$ cat src/logic/swm_defines.svh
// What this block does
// - Programmable inputs: battery side reads high as closed, ground side inverse.
// - Two fixed battery inputs report closed when comparator shows above reference.
// - Six fixed ground inputs report open when above reference, closed below.
// - Reset clears the command registers (pin synchronisers load ones) and enters sleep until a valid command.
// - Sleep command or hardware reset enters sleep; all currents off, inputs floated.
// - Only run, tri-state or metallic commands leave sleep.
// - Normal mode keeps currents on and interrupts on any switch change.
// - Normal mode: sustain current, wetting current on closure, off after 20 ms.
// - Polling samples periodically, stays while all open, closure interrupts and goes normal.
// - During polling off periods all source and sink currents are disabled.
// - Polling with timer interrupts on closure (going normal) or on wake timer expiry.
// - Wake timer expiry with all open interrupts and stays in timer polling.
// - Run word sets programmable input polarity: one battery, zero ground.
// - Floated inputs have comparators disabled and report zero status.
// - Full-duplex 16-bit serial slave words, most significant bit first.
// - Each transfer returns switch status captured at chip-select falling edge.
// - Sixteen clocks per transfer; after deselect input ignored, output floated.
// - Returned status reflects the previous command or hardware reset.
// - Bits 16..13 decode sleep, run, tri-state, metallic, test; others only clear test mode.
// - Run word fields: state select, off code, wake code, polarity; bit 7 unused.
// - Tri-state word fields: ground, programmable, battery enable flags.
// - Metallic word fields: ground, programmable, battery metallic flags.
// - Float register resets to zero; run and metallic must be rewritten by controller.
// - Select fall latches status; rise releases interrupt and applies command.
// - State select 01 normal, 10 polling, 11 polling with timer, 00 also normal.
// - Float bit zero keeps input disabled, one enables; floated after leaving sleep.
// - Metallic bit one enables wetting pulse, zero disables it.
`ifndef SWM_DEFINES_SVH
`define SWM_DEFINES_SVH

`define SWM_CMD_SLEEP 4'h0
`define SWM_CMD_RUN 4'h1
`define SWM_CMD_FLOAT 4'h3
`define SWM_CMD_METAL 4'h5
`define SWM_TEST_BIT 15
`define SWM_WORD_BITS 16
`define SWM_CLK_HZ 20000000
`define SWM_WET_MS 20
`define SWM_TDET_US 4800
`define SWM_TWAKE_US 2800
`define SWM_ON_US 5100
`define SWM_FLOAT_RST 12'h000

`endif

$ cat src/logic/swm_pkg.sv
package swm_pkg;
	// Gray coded along sleep -> normal -> poll -> timer poll
	typedef enum logic [1:0] {
		SWM_SLEEP = 2'b00,
		SWM_NORMAL = 2'b01,
		SWM_POLL = 2'b11,
		SWM_POLL_TMR = 2'b10
	} swm_mode_t;

	typedef enum logic [1:0] {
		SWM_PH_ON = 2'b00,
		SWM_PH_OFF = 2'b01
	} swm_phase_t;

	typedef struct packed {
		logic [5:0] ground;
		logic [3:0] prog;
		logic [1:0] battery;
	} swm_inputs_t;

	typedef struct packed {
		logic [1:0] operating_state_sel;
		logic [2:0] off_interval_code;
		logic unused;
		logic [1:0] wake_interval_code;
		logic [3:0] programmable_input_polarity;
	} swm_run_t;
endpackage : swm_pkg

$ cat src/logic/swm_spi_shift.sv
`timescale 1ns/1ps
`include "swm_defines.svh"
// Serial shifter: synchronises pins, finds edges, shifts 16-bit words
module swm_spi_shift
	import swm_pkg::*;
#(
	parameter int WIDTH = `SWM_WORD_BITS
) (
	input wire logic clk,
	input wire logic arst_n,
	input wire logic sclk,
	input wire logic cs_n,
	input wire logic mosi,
	input wire logic [WIDTH-1:0] tx_word,
	output logic miso_o,
	output logic miso_oe,
	output logic cs_fall,
	output logic cs_rise,
	output logic [WIDTH-1:0] rx_word_q,
	output logic [$clog2(WIDTH+1)-1:0] bit_cnt_q
);
	logic [2:0] s1_q, s2_q, s3_q;
	logic [WIDTH-1:0] tx_q;
	logic sck_rise, sck_fall, sel;

	// --------------------------------
	// Pin synchronisers
	// --------------------------------
	always_ff @(posedge clk or negedge arst_n) begin
		if (!arst_n) begin
			s1_q <= 3'h7;
			s2_q <= 3'h7;
			s3_q <= 3'h7;
		end else begin
			s1_q <= {sclk, cs_n, mosi};
			s2_q <= s1_q;
			s3_q <= s2_q;
		end
	end

	assign sel = ~s2_q[1];
	assign cs_fall = s3_q[1] & ~s2_q[1];
	assign cs_rise = ~s3_q[1] & s2_q[1];
	assign sck_rise = sel & s2_q[2] & ~s3_q[2];
	assign sck_fall = sel & ~s2_q[2] & s3_q[2];

	// Input sampled on rising clock, MSB first; ignored when deselected
	always_ff @(posedge clk or negedge arst_n) begin
		if (!arst_n) begin
			rx_word_q <= '0;
			bit_cnt_q <= '0;
		end else if (cs_fall) begin
			bit_cnt_q <= '0;
		end else if (sck_rise) begin
			rx_word_q <= {rx_word_q[WIDTH-2:0], s2_q[0]};
			if (bit_cnt_q != WIDTH[$clog2(WIDTH+1)-1:0])
				bit_cnt_q <= bit_cnt_q + 1'b1;
		end
	end

	// Output loaded at select fall, advanced on falling clock
	always_ff @(posedge clk or negedge arst_n) begin
		if (!arst_n)
			tx_q <= '0;
		else if (cs_fall)
			tx_q <= tx_word;
		else if (sck_fall)
			tx_q <= {tx_q[WIDTH-2:0], 1'b0};
	end

	assign miso_o = tx_q[WIDTH-1];
	assign miso_oe = sel;
endmodule : swm_spi_shift

$ cat src/logic/swm_core.sv
`timescale 1ns/1ps
`include "swm_defines.svh"
// Switch monitor command interpreter and mode control
module swm_core
	import swm_pkg::*;
#(
	parameter int CLK_HZ = `SWM_CLK_HZ,
	parameter int WET_MS = `SWM_WET_MS,
	parameter int TDET_US = `SWM_TDET_US,
	parameter int TWAKE_US = `SWM_TWAKE_US,
	parameter int ON_US = `SWM_ON_US,
	// Cycles per 100 us tick; shorten in simulation
	parameter int TICK_CYC = CLK_HZ / 10000
) (
	input wire logic clk,
	input wire logic arst_n,
	input wire logic sclk,
	input wire logic cs_n,
	input wire logic mosi,
	output logic miso_o,
	output logic miso_oe,
	output logic irq_n_o,
	output logic irq_n_oe,
	input wire logic [11:0] above_ref,
	output logic [11:0] comp_en_q,
	output logic [11:0] sustain_en_q,
	output logic [11:0] wetting_en_q,
	output logic [3:0] sink_mode_q,
	output swm_mode_t mode_q,
	output logic test_mode_q
);
	// One tick = 100 us at default rate
	localparam int TICK_US = 100;
	localparam int WET_TK = WET_MS * 1000 / TICK_US;
	localparam int ON_TK = (ON_US + TICK_US - 1) / TICK_US;
	localparam int DET_TK = (TDET_US + TICK_US - 1) / TICK_US;
	localparam int WDET_TK = (TWAKE_US + TICK_US - 1) / TICK_US;
	localparam int TW = 20;

	// ----------------------------------------
	// Duration tables from code (ticks)
	// ----------------------------------------
	function automatic logic [TW-1:0] off_ticks(input logic [2:0] c);
		int m;
		m = 5 + 8 * int'(c);
		return TW'(m * DET_TK);
	endfunction : off_ticks

	function automatic logic [TW-1:0] wake_ticks(input logic [1:0] c);
		int m;
		m = (512 >> c) + 1;
		return TW'(m * WDET_TK);
	endfunction : wake_ticks

	logic [TW-1:0] tick_cnt_q;
	logic tick;
	logic cs_fall, cs_rise;
	logic [15:0] rx_word;
	logic [4:0] bit_cnt;
	logic [15:0] tx_word;
	logic [1:0] a1_q [12];
	logic [11:0] above_s;
	logic [11:0] closed;
	logic [11:0] prev_closed_q;
	swm_run_t run_q;
	swm_inputs_t float_q, metal_q;
	logic irq_q;
	swm_phase_t phase_q;
	logic [TW-1:0] phase_cnt_q, wake_cnt_q;
	logic [TW-1:0] wet_cnt_q [12];
	logic currents_on, any_closed, changed;

	swm_spi_shift #(.WIDTH(16)) u_shift (
		.clk(clk),
		.arst_n(arst_n),
		.sclk(sclk),
		.cs_n(cs_n),
		.mosi(mosi),
		.tx_word(tx_word),
		.miso_o(miso_o),
		.miso_oe(miso_oe),
		.cs_fall(cs_fall),
		.cs_rise(cs_rise),
		.rx_word_q(rx_word),
		.bit_cnt_q(bit_cnt)
	);

	// ----------------------------------------
	// Timebase divider
	// ----------------------------------------
	always_ff @(posedge clk or negedge arst_n) begin
		if (!arst_n)
			tick_cnt_q <= '0;
		else if (tick)
			tick_cnt_q <= '0;
		else
			tick_cnt_q <= tick_cnt_q + 1'b1;
	end
	assign tick = (tick_cnt_q == TW'(TICK_CYC - 1));

	// Comparator outputs are asynchronous to clk
	genvar g;
	generate
		for (g = 0; g < 12; g++) begin : g_sync
			always_ff @(posedge clk or negedge arst_n) begin
				if (!arst_n)
					a1_q[g] <= 2'h0;
				else
					a1_q[g] <= {a1_q[g][0], above_ref[g]};
			end
			assign above_s[g] = a1_q[g][1];
		end
	endgenerate

	// ----------------------------------------
	// Polarity interpretation, disabled inputs read zero
	// ----------------------------------------
	always_comb begin
		closed[11:6] = ~above_s[11:6];
		closed[5:2] = above_s[5:2] ^ ~run_q.programmable_input_polarity;
		closed[1:0] = above_s[1:0];
		closed = closed & comp_en_q;
	end
	assign any_closed = |closed;
	assign changed = (closed != prev_closed_q);

	// ----------------------------------------
	// Command registers, applied on select rise
	// ----------------------------------------
	logic cmd_ok;
	assign cmd_ok = cs_rise && (bit_cnt == 5'd16);

	always_ff @(posedge clk or negedge arst_n) begin
		if (!arst_n) begin
			run_q <= '0;
			float_q <= `SWM_FLOAT_RST;
			metal_q <= '0;
			test_mode_q <= 1'b0;
		end else if (cmd_ok) begin
			if (rx_word[`SWM_TEST_BIT])
				test_mode_q <= 1'b1;
			else begin
				test_mode_q <= 1'b0;
				case (rx_word[15:12])
					`SWM_CMD_SLEEP: float_q <= `SWM_FLOAT_RST;
					`SWM_CMD_RUN: run_q <= rx_word[11:0];
					`SWM_CMD_FLOAT: float_q <= rx_word[11:0];
					`SWM_CMD_METAL: metal_q <= rx_word[11:0];
					default: ;
				endcase
			end
		end
	end

	// ----------------------------------------
	// Operating mode machine
	// ----------------------------------------
	always_ff @(posedge clk or negedge arst_n) begin
		if (!arst_n) begin
			mode_q <= SWM_SLEEP;
		end else if (cmd_ok && !rx_word[`SWM_TEST_BIT]) begin
			case (rx_word[15:12])
				`SWM_CMD_SLEEP: mode_q <= SWM_SLEEP;
				`SWM_CMD_RUN: begin
					case (rx_word[11:10])
						2'b01: mode_q <= SWM_NORMAL;
						2'b10: mode_q <= SWM_POLL;
						2'b11: mode_q <= SWM_POLL_TMR;
						default: mode_q <= SWM_NORMAL;
					endcase
				end
				`SWM_CMD_FLOAT, `SWM_CMD_METAL: begin
					if (mode_q == SWM_SLEEP)
						mode_q <= SWM_NORMAL;
				end
				default: ;
			endcase
		end else begin
			case (mode_q)
				SWM_POLL, SWM_POLL_TMR: begin
					if (phase_q == SWM_PH_ON && any_closed)
						mode_q <= SWM_NORMAL;
				end
				default: ;
			endcase
		end
	end

	// ----------------------------------------
	// Polling on/off phase and wake timer
	// ----------------------------------------
	logic polling;
	assign polling = (mode_q == SWM_POLL) || (mode_q == SWM_POLL_TMR);

	always_ff @(posedge clk or negedge arst_n) begin
		if (!arst_n) begin
			phase_q <= SWM_PH_ON;
			phase_cnt_q <= '0;
		end else if (!polling) begin
			phase_q <= SWM_PH_ON;
			phase_cnt_q <= '0;
		end else if (tick) begin
			case (phase_q)
				SWM_PH_ON: begin
					if (phase_cnt_q >= TW'(ON_TK - 1)) begin
						phase_q <= SWM_PH_OFF;
						phase_cnt_q <= '0;
					end else
						phase_cnt_q <= phase_cnt_q + 1'b1;
				end
				SWM_PH_OFF: begin
					if (phase_cnt_q >= off_ticks(run_q.off_interval_code)
						- 1'b1) begin
						phase_q <= SWM_PH_ON;
						phase_cnt_q <= '0;
					end else
						phase_cnt_q <= phase_cnt_q + 1'b1;
				end
				default: phase_q <= SWM_PH_ON;
			endcase
		end
	end

	logic wake_exp;
	assign wake_exp = (mode_q == SWM_POLL_TMR) && tick &&
		(wake_cnt_q >= wake_ticks(run_q.wake_interval_code) - 1'b1);

	always_ff @(posedge clk or negedge arst_n) begin
		if (!arst_n)
			wake_cnt_q <= '0;
		else if (mode_q != SWM_POLL_TMR || wake_exp)
			wake_cnt_q <= '0;
		else if (tick)
			wake_cnt_q <= wake_cnt_q + 1'b1;
	end

	// ----------------------------------------
	// Current and comparator enables
	// ----------------------------------------
	assign currents_on = (mode_q == SWM_NORMAL) ||
		(polling && phase_q == SWM_PH_ON);

	always_ff @(posedge clk or negedge arst_n) begin
		if (!arst_n) begin
			comp_en_q <= '0;
			sustain_en_q <= '0;
			sink_mode_q <= '0;
		end else begin
			comp_en_q <= (mode_q == SWM_SLEEP) ? 12'h000 : float_q;
			sustain_en_q <= currents_on ? float_q : 12'h000;
			sink_mode_q <= run_q.programmable_input_polarity;
		end
	end

	// Wetting pulse per input; the timer bounds dissipation on closure
	generate
		for (g = 0; g < 12; g++) begin : g_wet
			always_ff @(posedge clk or negedge arst_n) begin
				if (!arst_n) begin
					wet_cnt_q[g] <= '0;
					wetting_en_q[g] <= 1'b0;
				end else if (!currents_on || !metal_q[g] || !float_q[g]
					|| !closed[g]) begin
					wet_cnt_q[g] <= '0;
					wetting_en_q[g] <= 1'b0;
				end else if (wet_cnt_q[g] < TW'(WET_TK)) begin
					wetting_en_q[g] <= 1'b1;
					if (tick)
						wet_cnt_q[g] <= wet_cnt_q[g] + 1'b1;
				end else
					wetting_en_q[g] <= 1'b0;
			end
		end
	endgenerate

	// ----------------------------------------
	// Interrupt: set wins over the select-rise clear
	// ----------------------------------------
	logic irq_set;
	assign irq_set = ((mode_q == SWM_NORMAL) && changed) ||
		(polling && phase_q == SWM_PH_ON && any_closed) ||
		wake_exp;

	always_ff @(posedge clk or negedge arst_n) begin
		if (!arst_n) begin
			irq_q <= 1'b0;
			prev_closed_q <= '0;
		end else begin
			prev_closed_q <= closed;
			if (irq_set)
				irq_q <= 1'b1;
			else if (cs_rise)
				irq_q <= 1'b0;
		end
	end

	assign irq_n_o = 1'b0;
	assign irq_n_oe = irq_q;

	// ----------------------------------------
	// Response word, captured by the shifter at select fall
	// ----------------------------------------
	// A separate snapshot register would be one cycle late
	assign tx_word = {1'b0, irq_q, mode_q, closed};
endmodule : swm_core

$ cat config.mk
export PLATFORM = sky130hd
export DESIGN_NAME = swm_core
export DESIGN_NICKNAME = d
export VERILOG_FILES = /design/src/logic/swm_pkg.sv /design/src/logic/swm_spi_shift.sv /design/src/logic/swm_core.sv
export VERILOG_INCLUDE_DIRS = /design/src /design/src/logic
export SDC_FILE = /design/constraint.sdc
export NUM_CORES = 1
export LEC_CHECK = 0
export BUFFER_PORTS_ARGS = -buffer_cell sky130_fd_sc_hd__buf_2
export CORE_MARGIN = 2
export CORE_UTILIZATION = 30
export CTS_BUF_LIST = sky130_fd_sc_hd__clkbuf_2 sky130_fd_sc_hd__clkbuf_4 sky130_fd_sc_hd__clkbuf_8
export DETAILED_ROUTE_END_ITERATION = 16
export MAX_ROUTING_LAYER = met4
export PLACE_DENSITY = 0.49
export SLEW_MARGIN = 20
export SYNTH_ARGS = -nofsm -noshare
export SYNTH_HDL_FRONTEND = slang
export SYNTH_SLANG_ARGS = --single-unit
$ cat constraint.sdc
create_clock -name clk -period 2.8 [get_ports clk]
set_clock_uncertainty 0.05 [all_clocks]
set_input_delay 0.56 -clock clk [delete_from_list [all_inputs] [get_ports clk]]
set_output_delay 0.56 -clock clk [all_outputs]
set_load 0.005 [all_outputs]
==> impl_metrics.csv <==
group,metric,value,unit
cts,sinks_on_the_clock_net,459,
floorplan,core_area,0.0640,mm^2
synth,synth_compound_area_share,5.86,%
layout,final_common_cell,"sky130_fd_sc_hd__dfrtp_1",
timing,layout_min_cycle_time,2.84,ns
timing,layout_setup_ws,-0.0437,ns
synth,main_combinational_cell_family_by_area_after_synthesis,"simple AND/OR/NAND/NOR gates",
critical_path,critical-path-max-stage-delay,0.42,ns
global_routing,grt_pass1_wl,74.2,mm
synth,ys_seq_elements,459,
floorplan,die_area,0.0664,mm^2
timing,tightest_slew,0.786,ns
cts,buffer_levels_on_the_longest_clock_path,3,
detailed_routing,route.detailed.vias_per_inst,4.74,
status,violations,"negative setup slack",
timing,final-hold-violation-count,0,
power_and_ir_drop,total_leakage_power,0.0105,uW
critical_path,buffers_plus_inverters_on_the_worst_setup_path,5,
critical_path,timing.critical_path.fanout_max,8,
layout,design.final.nets,1913,
critical_path,timing.critical_path.to_type,"flip-flop",
global_routing,number_of_antenna_violations_at_the_first_check_in_global_routing,1,
synth,synth_top_cells_by_area,"sky130_fd_sc_hd__dfrtp_1 (58%), sky130_fd_sc_hd__and2_1 (4.3%), sky130_fd_sc_hd__nor2_1 (3.6%)",
detailed_routing,detailroute.via_count,13197,
cts,cts_made_buffers,84,
synth,post_synthesis_sequential_area_ratio,59.5,%
timing,fin_tns_setup,-0.232,ns
layout,utilization,36.3,%
floorplan,start_util,30.2,%
floorplan,height_of_the_die,258,um
power_and_ir_drop,max-vdd-ir-drop,0.000427,V
global_routing,track_usage,14.3,%
timing,period_share,102,%
timing,rsz_0062_raised_after_global_routing,"yes",
synth,post_synth_mux_area_share,4.09,%
layout,multiInputGateArea,0.00760,mm^2
layout,nFillCells,6300,
critical_path,crit_type,"flip-flop to flip-flop",
critical_path,critical-path-top-cell-by-count,"sky130_fd_sc_hd__buf_4",
synth,yosys.area_share.xor_xnor,5.26,%
synth,yosysTopAreaCell,"sky130_fd_sc_hd__dfrtp_1",
synth,synthesis.area,0.0193,mm^2
synth,netlist-cell-type-count,64,
synth,synth_top_cell_area_share,58.4,%
synth,synth_edf_count,0,
power_and_ir_drop,power_density,603,mW/mm^2
floorplan,design.portCount,64,
cts,cts_tree,"yes",
layout,drive_above_1_share,19.7,%
timing,max_slew_margin,47.0,%
layout,ff_latch_area,0.0115,mm^2
placed_design,pre_cts_ws,-0.177,ns
detailed_routing,ant_nets,0,
cts,clk_latency,0.67,ns
synth,synth_instances,1677,
critical_path,critical_path.slowest_cell,"sky130_fd_sc_hd__dfrtp_2",
global_routing,grt.overflow.total,0,
synth,async_reset_ff_share,100,%
detailed_routing,pre_repair_dr_iteration_count,5,
timing,timing.final.max_slew_violations,0,
detailed_routing,route.detailed.drc,0,
placed_design,hpwl,30.2,mm
layout,commonest_non_fill_non_tap_cells_in_the_layout,"sky130_fd_sc_hd__dfrtp_1 (449), sky130_fd_sc_hd__nor2_1 (183), sky130_fd_sc_hd__and2_1 (134)",
placed_design,global_placement_routability_congestion,0.809,
synth,synthesis.area_per_instance,11.5,um^2
detailed_routing,wl_per_cell,16.2,um
critical_path,critical-path-top-delay-family,"buffers and inverters",
global_routing,grt_max_degree,69,
run,max-cap-violations,0,
synth,synth-warning-count,0,
layout,layout-area-overhead-vs-synth,20.4,%
placed_design,number_of_buffer_cells_added_on_primary_ports,62,
detailed_routing,drt_wl_total,45.0,mm
synth,fraction_of_the_mapped_netlist_area_in_adder_cells,2.57,%
min_path,min-delay-path-class,"flip-flop to flip-flop",
global_routing,first_global_vias,13518,
synth,fraction_of_the_mapped_netlist_area_in_simple_logic_gates,20.8,%
synth,synth_flop_cell,"sky130_fd_sc_hd__dfrtp_1",
cts,cts_root_buffer,"sky130_fd_sc_hd__clkbuf_8",
critical_path,worst-endpoint-required,3.28,ns
floorplan,chipWidth,258,um
timing,timing.fmax,0.352,GHz
critical_path,critPathLaunchType,"flip-flop",
critical_path,timing.critical_path.arrival,3.32,ns
detailed_routing,initialDrtViolationCount,844,
floorplan,rows,93,
timing,report.final.setup_viol,9,
critical_path,cp_cell_sequence,"buf_4, buf_4, buf_4, xor2_1, ha_1, nand3_2, or3_4, a2111oi_4, buf_4, nor2_4, nor2_2, buf_6, nor4_2",
cts,clk_pin_slew,0.06,ns
status,run_status,"finished, violations left",
cts,cts_htree_levels,3,
## cells by family after synthesis
group	Yosys count
DFF	459
AOI/OAI and AO/OA	162
buffers and inverters	83
adders and majority gates	39
and+or+nand+nor	742
muxes	74
xor gates and xnor gates	116
other	2
## final cells by class
| type | instances | share of cell area (%) |
|---|---|---|
| timing repair buffer | 145 | 4.73 |
| clock buffer | 133 | 7.20 |
| inverter | 26 | 0.420 |
| clock inverter | 22 | 0.888 |
| antenna | 2 | 0.0215 |
| tap | 855 | 4.60 |
| multi-input combinational | 1141 | 32.7 |
| sequential | 459 | 49.5 |
## path summary, 6_finish.rpt
path,start,endpoint,slack [ns],cells past startpoint
setup / recovery,run_q[7],phase_cnt_q[4],-0.04,13
hold / removal,u_shift.s1_q[0],u_shift.s2_q[0],0.29,0
setup reg to reg,run_q[7],phase_cnt_q[4],-0.04,13
hold reg to reg,u_shift.s1_q[0],u_shift.s2_q[0],0.29,0
max in group asynchronous,arst_n,wet_cnt_q[1],1.40,4
min in group asynchronous,arst_n,wake_cnt_q[6],0.40,2
## synthesized netlist by cell type, types with 26 or more instances
| cell type | number |
|---|---|
| sky130_fd_sc_hd__nand3_1 | 56 |
| sky130_fd_sc_hd__mux2_2 | 39 |
| sky130_fd_sc_hd__nor3_1 | 27 |
| sky130_fd_sc_hd__nand2_1 | 86 |
| sky130_fd_sc_hd__and3_1 | 37 |
| sky130_fd_sc_hd__inv_1 | 26 |
| sky130_fd_sc_hd__ha_1 | 38 |
| sky130_fd_sc_hd__xnor2_1 | 57 |
| sky130_fd_sc_hd__o21ai_0 | 32 |
| sky130_fd_sc_hd__nor4_1 | 59 |
| sky130_fd_sc_hd__nor2_1 | 185 |
| sky130_fd_sc_hd__a21oi_1 | 28 |
| sky130_fd_sc_hd__xor2_1 | 59 |
| sky130_fd_sc_hd__mux2i_1 | 35 |
| sky130_fd_sc_hd__and2_1 | 134 |
| sky130_fd_sc_hd__nand4_1 | 67 |
| sky130_fd_sc_hd__dfrtp_1 | 451 |
| sky130_fd_sc_hd__clkbuf_1 | 40 |
## power breakdown
part | total [uW] | switching [uW] | internal, uW
sequential | 6770 | 71.5 | 6700
clock | 6980 | 2900 | 4080
combinational | 274 | 177 | 96.7
total | 14000 | 3150 | 10900
## layer usage
metal | up-vias | wire, um | track usage (%)
li1 | 6289 | - | -
met1 | 6576 | 21800 | 19.5
met2 | 239 | 19900 | 21.1
met3 | 93 | 2090 | 3.06
met4 | 0 | 1200 | 4.87
met5 | - | 0 | -
## sequential cells by signal, summed over array words and instances, names as in the netlist, 4 cells and up
| name | count |
|---|---|
| wet_cnt_q | 240 |
| a1_q | 24 |
| phase_cnt_q | 20 |
| tick_cnt_q | 20 |
| wake_cnt_q | 20 |
| u_shift.rx_word_q | 16 |
| u_shift.tx_q | 16 |
| comp_en_q | 12 |
| float_q | 12 |
| metal_q | 12 |
| prev_closed_q | 12 |
| sustain_en_q | 12 |
| wetting_en_q | 12 |
| run_q | 9 |
| u_shift.bit_cnt_q | 5 |
| sink_mode_q | 4 |
## metrics by stage
step	power [uW]	instances	hold slack (ns)	instance area, um^2
3_3_place_gp	7150	2606	0.287	21100
5_1_grt	14600	2782	0.309	23200
4_1_cts	14300	2781	0.301	23200
3_5_place_dp	7160	2606	0.286	21100
6_report	14000	2783	0.293	23300
2_1_floorplan	6920	1682	0.214	19300
## timing repair
action / 4_1_cts / 5_1_grt
hold buffers: 16 / 0
endpoints found under the setup margin: 20 / 20
setup buffers: 3 / 0
gates resized for setup: 11 / 10
gates cloned: 1 / 0
endpoints found under the hold margin: 64 / 0
pin swaps: 6 / 12
(Power assumes the default switching activity.)
